<file path="config.mk">
export PLATFORM = sky130hd
export DESIGN_NAME = capcom_unit
export DESIGN_NICKNAME = d
export VERILOG_FILES = /design/src/verilog/capcom_pkg.sv /design/src/verilog/capcom_unit.sv /design/src/verilog/channel_regs.sv
export SDC_FILE = /design/constraint.sdc
export NUM_CORES = 1
export LEC_CHECK = 0
export BUFFER_PORTS_ARGS = -buffer_cell sky130_fd_sc_hd__buf_2
export CORE_UTILIZATION = 35
export CTS_CLUSTER_DIAMETER = 100
export DETAILED_ROUTE_END_ITERATION = 8
export HOLD_SLACK_MARGIN = 0.08
export MAX_ROUTING_LAYER = met4
export PLACE_DENSITY = 0.64
export REMOVE_ABC_BUFFERS = 1
export SLEW_MARGIN = 20
export SYNTH_ARGS = -nofsm -noshare
export SYNTH_HDL_FRONTEND = slang
export SYNTH_SLANG_ARGS = --single-unit
</file>
<file path="constraint.sdc">
create_clock -name ref_clk -period 5.1 [get_ports ref_clk]
set_input_delay 0.765 -clock ref_clk [delete_from_list [all_inputs] [get_ports ref_clk]]
set_output_delay 0.765 -clock ref_clk [all_outputs]
set_load 0.05 [all_outputs]
</file>
<file path="src/verilog/capcom_pkg.sv">
// Shared constants for the sixteen channel capture/compare unit
package capcom_pkg;
  // ==========================================================
  // Sizes
  localparam int CHANNELS = 16;
  localparam int TIMERS = 2;
  localparam int TW = 16;
  localparam int PIN_GROUPS = 8;
  localparam int DIV_W = 5;
  // ==========================================================
  // Reset values and timer top value
  localparam logic [15:0] TIMER_RESET = 16'h0000;
  localparam logic [15:0] CHAN_RESET = 16'h0000;
  localparam logic [15:0] TIMER_TOP = 16'hFFFF;
  localparam logic [4:0] DIV_RESET = 5'h00;
  localparam logic [2:0] PHASE_RESET = 3'h0;
  // Staggered mode lets the timers advance only once per eight cycles
  localparam logic [2:0] STAGGER_LAST = 3'h7;
  // ==========================================================
  // Channel mode codes
  localparam logic [3:0] MODE_OFF = 4'h0;
  localparam logic [3:0] MODE_CAP_RISE = 4'h1;
  localparam logic [3:0] MODE_CAP_FALL = 4'h2;
  localparam logic [3:0] MODE_CAP_BOTH = 4'h3;
  localparam logic [3:0] MODE_CMP0 = 4'h4;
  localparam logic [3:0] MODE_CMP1 = 4'h5;
  localparam logic [3:0] MODE_CMP2 = 4'h6;
  localparam logic [3:0] MODE_CMP3 = 4'h7;
  localparam logic [3:0] MODE_DOUBLE = 4'h8;
  // ==========================================================
  // Timer count sources; codes 0 to 5 divide the clock by 2**code
  localparam logic [2:0] SRC_DIV_MAX = 3'h5;
  localparam logic [2:0] SRC_UPSTREAM = 3'h6;
  localparam logic [2:0] SRC_EXTERNAL = 3'h7;
endpackage

</file>
<file path="src/verilog/capcom_unit.sv">
// Dual time base, sixteen channel capture/compare unit
// What this block does
// - Sixteen channels, one-cycle resolution, eight cycles when staggered mode is on.
// - Two independent 16-bit timers, each with its own reload register.
// - Timer count from prescaled clock or upstream timer overflow.
// - External count inputs may also clock the timers.
// - Each channel picks its timer and capture or compare use.
// - Each channel owns one pin: capture trigger input or compare output.
// - Capture copies the assigned timer value into the channel register.
// - Every capture raises that channel's interrupt request.
// - Capture edge selectable: rising, falling or both.
// - Compare channels match against their timer; equality starts the mode action.
// - Mode 0: interrupt only on each match, pin untouched.
// - Mode 1: each match toggles the pin.
// - Mode 2: at most one match interrupt per timer period.
// - Mode 3: match sets pin, timer overflow clears it, once per period.
// - Double mode: two registers toggle one pin, many events per period.
// - Single event option limits a channel to one compare event.
`timescale 1ns/1ps
module capcom_unit
  import capcom_pkg::*;
(
  // Clock and reset
  input wire logic ref_clk,
  input wire logic resetn,
  // Timer control
  input wire logic [capcom_pkg::TIMERS-1:0] timer_run,
  input wire logic [capcom_pkg::TIMERS-1:0][2:0] timer_src,
  input wire logic [capcom_pkg::TIMERS-1:0][capcom_pkg::TW-1:0] timer_reload,
  input wire logic staggered,
  input wire logic upstream_gp_timer_ovf,
  input wire logic [capcom_pkg::TIMERS-1:0] ext_count,
  // Channel configuration
  input wire logic [capcom_pkg::CHANNELS-1:0][3:0] chan_mode,
  input wire logic [capcom_pkg::CHANNELS-1:0] chan_timer,
  input wire logic [capcom_pkg::CHANNELS-1:0] single_event,
  // Channel register access
  input wire logic wr_en,
  input wire logic [3:0] wr_chan,
  input wire logic [capcom_pkg::TW-1:0] wr_data,
  input wire logic [3:0] rd_chan,
  output logic [capcom_pkg::TW-1:0] rd_data,
  // Channel pins
  input wire logic [capcom_pkg::CHANNELS-1:0] pin_in,
  output logic [capcom_pkg::CHANNELS-1:0] pin_out,
  output logic [capcom_pkg::CHANNELS-1:0] pin_oe_n,
  // Status
  output logic [capcom_pkg::CHANNELS-1:0] chan_irq,
  output logic [capcom_pkg::TIMERS-1:0][capcom_pkg::TW-1:0] timer_value,
  output logic [capcom_pkg::TIMERS-1:0] timer_ovf,
  output logic [capcom_pkg::CHANNELS-1:0] single_done
);
  import capcom_pkg::*;

  // ==========================================================
  // Count source selection

  function automatic logic src_enable(input logic [2:0] src, input logic [DIV_W-1:0] div,
                                      input logic up_ovf, input logic ext_rise);
    logic hit;
    hit = 1'b0;
    if (src == SRC_UPSTREAM)
    begin
      hit = up_ovf;
    end
    else if (src == SRC_EXTERNAL)
    begin
      hit = ext_rise;
    end
    else if (src <= SRC_DIV_MAX)
    begin
      // Divide by 2**src: all low src bits of the free counter set
      hit = 1'b1;
      for (int b = 0; b < DIV_W; b++)
      begin
        if (b < int'(src) && !div[b])
        begin
          hit = 1'b0;
        end
      end
    end
    return hit;
  endfunction

  function automatic logic drives_pin(input logic [3:0] mode, input int idx);
    return (mode == MODE_CMP1) || (mode == MODE_CMP3) ||
           ((mode == MODE_DOUBLE) && (idx < PIN_GROUPS));
  endfunction

  // ==========================================================
  // Time bases

  logic [DIV_W-1:0] div_cnt;
  logic [DIV_W-1:0] next_div_cnt;
  logic [2:0] phase;
  logic [2:0] next_phase;
  logic [TIMERS-1:0] ext_prev;
  logic [TIMERS-1:0] upd;
  logic [TIMERS-1:0] next_upd;
  logic [TIMERS-1:0] next_timer_ovf;
  logic [TIMERS-1:0][TW-1:0] next_timer_value;

  always_comb
  begin
    next_div_cnt = div_cnt + 5'h01;
    next_phase = phase + 3'h1;
    next_timer_value = timer_value;
    next_upd = '0;
    next_timer_ovf = '0;
    for (int t = 0; t < TIMERS; t++)
    begin
      if (timer_run[t] &&
          src_enable(timer_src[t], div_cnt, upstream_gp_timer_ovf, ext_count[t] & ~ext_prev[t]) &&
          (!staggered || phase == STAGGER_LAST))
      begin
        next_upd[t] = 1'b1;
        if (timer_value[t] == TIMER_TOP)
        begin
          next_timer_value[t] = timer_reload[t];
          next_timer_ovf[t] = 1'b1;
        end
        else
        begin
          next_timer_value[t] = timer_value[t] + 16'h0001;
        end
      end
    end
  end

  always_ff @(posedge ref_clk or negedge resetn)
  begin
    if (!resetn)
    begin
      div_cnt <= DIV_RESET;
      phase <= PHASE_RESET;
      ext_prev <= '0;
      upd <= '0;
      timer_ovf <= '0;
      timer_value <= '0;
    end
    else
    begin
      div_cnt <= next_div_cnt;
      phase <= next_phase;
      ext_prev <= ext_count;
      upd <= next_upd;
      timer_ovf <= next_timer_ovf;
      timer_value <= next_timer_value;
    end
  end

  // ==========================================================
  // Channels

  logic [CHANNELS-1:0][TW-1:0] chan_values;
  logic [CHANNELS-1:0] reg_we;
  logic [CHANNELS-1:0][TW-1:0] reg_wdata;
  logic [CHANNELS-1:0] pin_prev;
  logic [CHANNELS-1:0] fired;
  logic [CHANNELS-1:0] next_fired;
  logic [CHANNELS-1:0] next_single_done;
  logic [CHANNELS-1:0] next_chan_irq;
  logic [CHANNELS-1:0] next_pin_out;
  logic [CHANNELS-1:0] next_pin_oe_n;

  always_comb
  begin
    logic t;
    logic rise;
    logic fall;
    logic cap;
    logic hit;
    logic ev;
    logic sw;
    t = 1'b0;
    rise = 1'b0;
    fall = 1'b0;
    cap = 1'b0;
    hit = 1'b0;
    ev = 1'b0;
    sw = 1'b0;
    reg_we = '0;
    reg_wdata = '0;
    next_fired = fired;
    next_single_done = single_done;
    next_chan_irq = '0;
    next_pin_out = pin_out;
    next_pin_oe_n = '1;
    for (int i = 0; i < CHANNELS; i++)
    begin
      t = chan_timer[i];
      rise = pin_in[i] & ~pin_prev[i];
      fall = ~pin_in[i] & pin_prev[i];
      sw = wr_en && (wr_chan == 4'(i));
      cap = ((chan_mode[i] == MODE_CAP_RISE) && rise) ||
            ((chan_mode[i] == MODE_CAP_FALL) && fall) ||
            ((chan_mode[i] == MODE_CAP_BOTH) && (rise || fall));
      hit = upd[t] && (timer_value[t] == chan_values[i]) && !single_done[i];
      ev = 1'b0;
      if (sw)
      begin
        reg_we[i] = 1'b1;
        reg_wdata[i] = wr_data;
      end
      // capture wins over a software write
      if (cap)
      begin
        reg_we[i] = 1'b1;
        reg_wdata[i] = timer_value[t];
      end
      if (drives_pin(chan_mode[i], i))
      begin
        next_pin_oe_n[i] = 1'b0;
      end
      case (chan_mode[i])
        MODE_CMP0: ev = hit;
        MODE_CMP1:
        begin
          ev = hit;
          next_pin_out[i] = next_pin_out[i] ^ hit;
        end
        MODE_CMP2: ev = hit && !fired[i];
        // set on match, clear on overflow
        MODE_CMP3:
        begin
          ev = hit && !fired[i];
          if (timer_ovf[t])
          begin
            next_pin_out[i] = 1'b0;
          end
          if (ev)
          begin
            next_pin_out[i] = 1'b1;
          end
        end
        MODE_DOUBLE:
        begin
          ev = hit;
          next_pin_out[i % PIN_GROUPS] = next_pin_out[i % PIN_GROUPS] ^ hit;
        end
        default: ev = 1'b0;
      endcase
      // overflow opens a new period; a match in the same cycle counts only if fired was still clear
      next_fired[i] = ev || (fired[i] && !timer_ovf[t]);
      // one event then hold until rewritten or option dropped
      next_single_done[i] = single_event[i] && (ev || (single_done[i] && !sw));
      next_chan_irq[i] = cap || ev;
    end
  end

  always_ff @(posedge ref_clk or negedge resetn)
  begin
    if (!resetn)
    begin
      pin_prev <= '0;
      fired <= '0;
      single_done <= '0;
      chan_irq <= '0;
      pin_out <= '0;
      pin_oe_n <= '1;
    end
    else
    begin
      pin_prev <= pin_in;
      fired <= next_fired;
      single_done <= next_single_done;
      chan_irq <= next_chan_irq;
      pin_out <= next_pin_out;
      pin_oe_n <= next_pin_oe_n;
    end
  end

  // ==========================================================
  // Register array

  channel_regs u_regs (
    .ref_clk(ref_clk),
    .resetn(resetn),
    .we(reg_we),
    .wdata(reg_wdata),
    .rd_sel(rd_chan),
    .values(chan_values),
    .rd_data(rd_data)
  );
endmodule

</file>
<file path="src/verilog/channel_regs.sv">
// Sixteen channel registers with parallel compare view and registered read port
`timescale 1ns/1ps
module channel_regs
  import capcom_pkg::*;
(
  // Clock and reset
  input wire logic ref_clk,
  input wire logic resetn,
  // Per-channel writes
  input wire logic [capcom_pkg::CHANNELS-1:0] we,
  input wire logic [capcom_pkg::CHANNELS-1:0][capcom_pkg::TW-1:0] wdata,
  // Read side
  input wire logic [3:0] rd_sel,
  output logic [capcom_pkg::CHANNELS-1:0][capcom_pkg::TW-1:0] values,
  output logic [capcom_pkg::TW-1:0] rd_data
);
  logic [CHANNELS-1:0][TW-1:0] next_values;
  logic [TW-1:0] next_rd_data;

  always_comb
  begin
    next_values = values;
    for (int i = 0; i < CHANNELS; i++)
    begin
      if (we[i])
      begin
        next_values[i] = wdata[i];
      end
    end
    next_rd_data = values[rd_sel];
  end

  always_ff @(posedge ref_clk or negedge resetn)
  begin
    if (!resetn)
    begin
      values <= '0;
      rd_data <= CHAN_RESET;
    end
    else
    begin
      values <= next_values;
      rd_data <= next_rd_data;
    end
  end
endmodule

</file>
==> run_summary.xml <==
<?xml version="1.0" encoding="UTF-8"?>
<metrics>
  <group name="timing">
    <metric name="layout_worst_path_cycle_share" unit="">0.623</metric>
    <metric name="timing_worst_slew_pin_value" unit="ns">1.04</metric>
    <metric name="worst_clock_skew" unit="ns">0.0302</metric>
    <metric name="slew_headroom" unit="">0.308</metric>
    <metric name="hold_viol_final" unit="">0</metric>
    <metric name="fmaxAchievable" unit="GHz">0.315</metric>
    <metric name="setup_viol" unit="">0</metric>
    <metric name="final_period_minus_worst_setup_slack" unit="ns">3.18</metric>
    <metric name="grt_setup_unrepaired" unit="">false</metric>
    <metric name="timing.setup.tns" unit="ns">0</metric>
    <metric name="timing.final.max_slew_violations" unit="">0</metric>
  </group>
  <group name="die">
    <metric name="die_x" unit="um">290</metric>
    <metric name="fp-row-count" unit="">105</metric>
    <metric name="chipHeight" unit="um">290</metric>
    <metric name="floorplan.io_pins" unit="">297</metric>
    <metric name="die_area" unit="um^2">83800</metric>
    <metric name="start_util" unit="">0.353</metric>
    <metric name="placeableCoreArea" unit="um^2">82000</metric>
  </group>
  <group name="cells_and_area">
    <metric name="layout-area-overhead-vs-synth" unit="%">15.0</metric>
    <metric name="finalNetCount" unit="">3383</metric>
    <metric name="fraction_of_layout_instances_using_a_drive_strength_above_1" unit="">0.236</metric>
  </group>
  <group name="drt">
    <metric name="drc" unit="">0</metric>
    <metric name="totalWireLength" unit="mm">113</metric>
    <metric name="met1_wire_length" unit="mm">48.1</metric>
    <metric name="detail_route_met2_wl" unit="mm">48.4</metric>
    <metric name="route.antenna.remaining_nets" unit="">0</metric>
    <metric name="highest_layer" unit="">met4</metric>
    <metric name="routed_via_density" unit="">5.89</metric>
    <metric name="wl_met3" unit="mm">12.1</metric>
    <metric name="drt-initial-drc-count" unit="">2922</metric>
    <metric name="detail_route.first_pass.iterations" unit="">5</metric>
    <metric name="vias" unit="">25281</metric>
    <metric name="wl_per_cell" unit="um">26.3</metric>
  </group>
  <group name="min_path">
    <metric name="min_path_type" unit="">in -&gt; async</metric>
  </group>
  <group name="clock_network">
    <metric name="cts_setup_buffers" unit="">0</metric>
    <metric name="cts.reportedPaths.clkPinSlew" unit="ns">0.06</metric>
    <metric name="clockBufferDepth" unit="">3</metric>
    <metric name="cts_root_buf" unit="">sky130_fd_sc_hd__clkbuf_16</metric>
    <metric name="clock_latency_reported_for_the_late_side_of_the_worst_skew_pair" unit="ns">0.64</metric>
    <metric name="clock_tree_from_tritoncts" unit="">built</metric>
    <metric name="post_cts.resized_instances" unit="">0</metric>
    <metric name="h-tree-depth" unit="">2</metric>
    <metric name="cts-buffers-inserted" unit="">53</metric>
    <metric name="number_of_buffers_added_to_fix_hold_violations_after_cts" unit="">0</metric>
    <metric name="clock-sinks" unit="">414</metric>
  </group>
  <group name="worst_setup_path">
    <metric name="critical-path-top-cell-by-count" unit="">sky130_fd_sc_hd__nand2_1</metric>
    <metric name="critical_path.max_fanout" unit="">14</metric>
    <metric name="critical-path-slowest-cell" unit="">sky130_fd_sc_hd__dfrtp_1</metric>
    <metric name="cp_cell_sequence" unit="">buf_4 &gt; and3_1 &gt; nand4_1 &gt; nor2_1 &gt; nand2_1 &gt; nand2_1 &gt; a21boi_0 &gt; a21o_1</metric>
    <metric name="critical_path_max_stage_delay" unit="ns">0.98</metric>
    <metric name="critical-path-top-delay-family" unit="">simple AND/OR/NAND/NOR gates</metric>
    <metric name="critPathBufInv" unit="">1</metric>
    <metric name="critPathRequiredTime" unit="ns">5.60</metric>
    <metric name="critical_path_endpoint_category" unit="">register</metric>
    <metric name="critPathKind" unit="">reg -&gt; reg</metric>
    <metric name="crit_arrival" unit="ns">3.68</metric>
    <metric name="start_kind" unit="">register</metric>
  </group>
  <group name="synth">
    <metric name="synth_flop_cell" unit="">sky130_fd_sc_hd__dfrtp_1</metric>
    <metric name="synth_top_family_by_area" unit="">multiplexers</metric>
    <metric name="post_synth_edffs" unit="">0</metric>
    <metric name="synth.cell_area" unit="um^2">28900</metric>
    <metric name="async_flop_share" unit="">1.00</metric>
    <metric name="post_synth_and_or_nand_nor_area_fraction" unit="">0.155</metric>
    <metric name="synth_mux_area_frac" unit="">0.207</metric>
    <metric name="synthAdderAreaFrac" unit="">0.0160</metric>
    <metric name="synth.yosys.seq_area_share" unit="">0.359</metric>
    <metric name="synthesis.area_per_instance" unit="um^2">9.70</metric>
    <metric name="xor_xnor_share_of_the_synthesized_area" unit="">0.0808</metric>
    <metric name="synth-seq-cells" unit="">414</metric>
    <metric name="synth.yosys.warnings" unit="">0</metric>
    <metric name="synth.lib_cells_used.distinct" unit="">57</metric>
    <metric name="cell_count_after_synthesis" unit="">2984</metric>
    <metric name="synth_compound_area_frac" unit="">0.134</metric>
  </group>
  <group name="global_routing">
    <metric name="grt_antenna_before_repair" unit="">16</metric>
    <metric name="total_track_usage" unit="">0.273</metric>
    <metric name="largest_net_degree_at_the_start_of_global_routing" unit="">117</metric>
    <metric name="grt.overflow.total" unit="">0</metric>
    <metric name="number_of_global_route_vias_before_repair" unit="">24219</metric>
    <metric name="grt_pass1_wl" unit="mm">163</metric>
  </group>
  <group name="place">
    <metric name="gp_congestion" unit="">0.979</metric>
    <metric name="post_detail_place_hpwl" unit="mm">80.8</metric>
    <metric name="port_buffers" unit="">296</metric>
  </group>
  <group name="pwr">
    <metric name="totalPowerFinal" unit="mW">14.2</metric>
    <metric name="cellPowerDensity" unit="nW/um^2">428</metric>
    <metric name="total_leakage_power" unit="nW">14.1</metric>
    <metric name="vdd.ir_drop.worst" unit="mV">0.300</metric>
  </group>
  <group name="outcome">
    <metric name="outcome" unit="">finished clean</metric>
  </group>
  <group name="run">
    <metric name="maxCapViolations" unit="">0</metric>
  </group>
</metrics>
[cell type report]
| class | count | area [um^2] |
|---|---|---|
| antenna | 12 | 30.0 |
| fill | 8116 | 48700 |
| clock inverter | 33 | 390 |
| timing repair buffer | 374 | 2130 |
| inverter | 62 | 233 |
| multi-input combinational | 2258 | 17300 |
| sequential | 414 | 10400 |
| clock buffer | 67 | 1480 |
| tap | 1070 | 1340 |
[sequential cells by signal, summed over array words and instances (netlist names), 16 cells and up]
register        cells
chan_irq           16
fired              16
pin_oe_n           16
pin_out            16
pin_prev           16
single_done        16
timer_value        32
u_regs.rd_data     16
u_regs.values     256
[cell families (layout without fill, tap and decap cells)]
group / Yosys count / count (layout)
DFF: 414 / 414
buffers and inverters: 312 / 536
xor gates and xnor gates: 267 / 267
AOI/OAI and AO/OA: 638 / 638
and+or+nand+nor: 835 / 835
adders and majority gates: 37 / 37
muxes: 481 / 481
other: 0 / 12
[cell usage after synthesis (all sizes together) (2+ instances only)]
| library cell | number | share of area |
|---|---|---|
| a2111oi | 7 | 0.0026 |
| a211oi | 160 | 0.042 |
| a21boi | 13 | 0.0034 |
| a21o | 10 | 0.0026 |
| a21oi | 329 | 0.057 |
| a22o | 9 | 0.0027 |
| a31oi | 8 | 0.0017 |
| a41oi | 10 | 0.0030 |
| and2 | 5 | 0.0011 |
| and3 | 26 | 0.0056 |
| and4 | 2 | 0.00061 |
| buf | 89 | 0.019 |
| clkbuf | 161 | 0.021 |
| dfrtp | 398 | 0.34 |
| dfstp | 16 | 0.015 |
| ha | 37 | 0.016 |
| inv | 62 | 0.0080 |
| mux2 | 108 | 0.042 |
| mux2i | 293 | 0.10 |
| mux4 | 80 | 0.062 |
| nand2 | 120 | 0.016 |
| nand2b | 9 | 0.0019 |
| nand3 | 46 | 0.0080 |
| nand3b | 5 | 0.0013 |
| nand4 | 29 | 0.0063 |
| nor2 | 200 | 0.026 |
| nor2b | 186 | 0.040 |
| nor3 | 69 | 0.012 |
| nor3b | 25 | 0.0077 |
| nor4 | 69 | 0.018 |
| o21a | 14 | 0.0036 |
| o21ai | 47 | 0.0081 |
| o22ai | 16 | 0.0035 |
| o311a | 2 | 0.00069 |
| o31ai | 4 | 0.0010 |
| o32ai | 7 | 0.0021 |
| or2 | 9 | 0.0019 |
| or3 | 10 | 0.0022 |
| or3b | 10 | 0.0030 |
| or4 | 14 | 0.0038 |
| xnor2 | 255 | 0.077 |
| xor2 | 12 | 0.0036 |
[layer usage]
metal  GRT usage  vias up
met2       0.389     1388
li1            -    11193
met3      0.0684      223
met4       0.103        0
met1       0.372    12477
met5           -        -
[report_power, final]
part / switching, mW / internal [mW]
Clock: 1.67 / 2.42
Combinational: 2.98 / 2.17
Sequential: 0.999 / 3.99
Total: 5.66 / 8.58
[final timing paths]
kind,startpoint,endpoint,slack (ns),cells past startpoint
setup / recovery,timer_value[23],timer_value[27],1.92,8
hold / removal,resetn,pin_prev[14],0.12,1
setup reg to reg,timer_value[23],timer_value[27],1.92,8
hold reg to reg,phase[0],phase[0],0.43,1
max in group asynchronous,resetn,u_regs.values[58],3.76,2
min in group ref_clk,ext_count[0],ext_prev[0],0.26,1
[per-stage QoR]
step            util  hold slack, ns  area [um^2]  setup WS, ns  instances
6_report       0.406           0.115        33300          1.92       4290
5_1_grt        0.406           0.163        33300          1.79       4289
4_1_cts        0.405           0.151        33200          2.01       4278
3_5_place_dp   0.383           0.421        31400          1.77       4178
3_3_place_gp   0.382           0.414        31400          1.81       4178
2_1_floorplan      -           0.401        27800          1.78       2734
[cell usage in the layout (no fill, tap or decap), types with 13 or more instances in the layout]
master / count
sky130_fd_sc_hd__nor2b_1: 186
sky130_fd_sc_hd__o21a_1: 14
sky130_fd_sc_hd__a21oi_1: 329
sky130_fd_sc_hd__buf_2: 294
sky130_fd_sc_hd__clkbuf_16: 53
sky130_fd_sc_hd__mux4_2: 80
sky130_fd_sc_hd__nor3_1: 50
sky130_fd_sc_hd__nor3_2: 19
sky130_fd_sc_hd__o22ai_1: 16
sky130_fd_sc_hd__a211oi_1: 160
sky130_fd_sc_hd__nor4_1: 57
sky130_fd_sc_hd__and3_1: 25
sky130_fd_sc_hd__clkinv_2: 15
sky130_fd_sc_hd__mux2i_1: 286
sky130_fd_sc_hd__nand4_1: 29
sky130_fd_sc_hd__buf_4: 75
sky130_fd_sc_hd__nand2_1: 120
sky130_fd_sc_hd__inv_1: 62
sky130_fd_sc_hd__mux2_2: 108
sky130_fd_sc_hd__xnor2_1: 255
sky130_fd_sc_hd__dfstp_2: 16
sky130_fd_sc_hd__dfrtp_1: 394
sky130_fd_sc_hd__nor3b_1: 18
sky130_fd_sc_hd__nor2_1: 191
sky130_fd_sc_hd__nand3_1: 46
sky130_fd_sc_hd__o21ai_0: 42
sky130_fd_sc_hd__or4_1: 13
sky130_fd_sc_hd__ha_1: 37
Note: power is estimated with default switching activity, not from simulation.
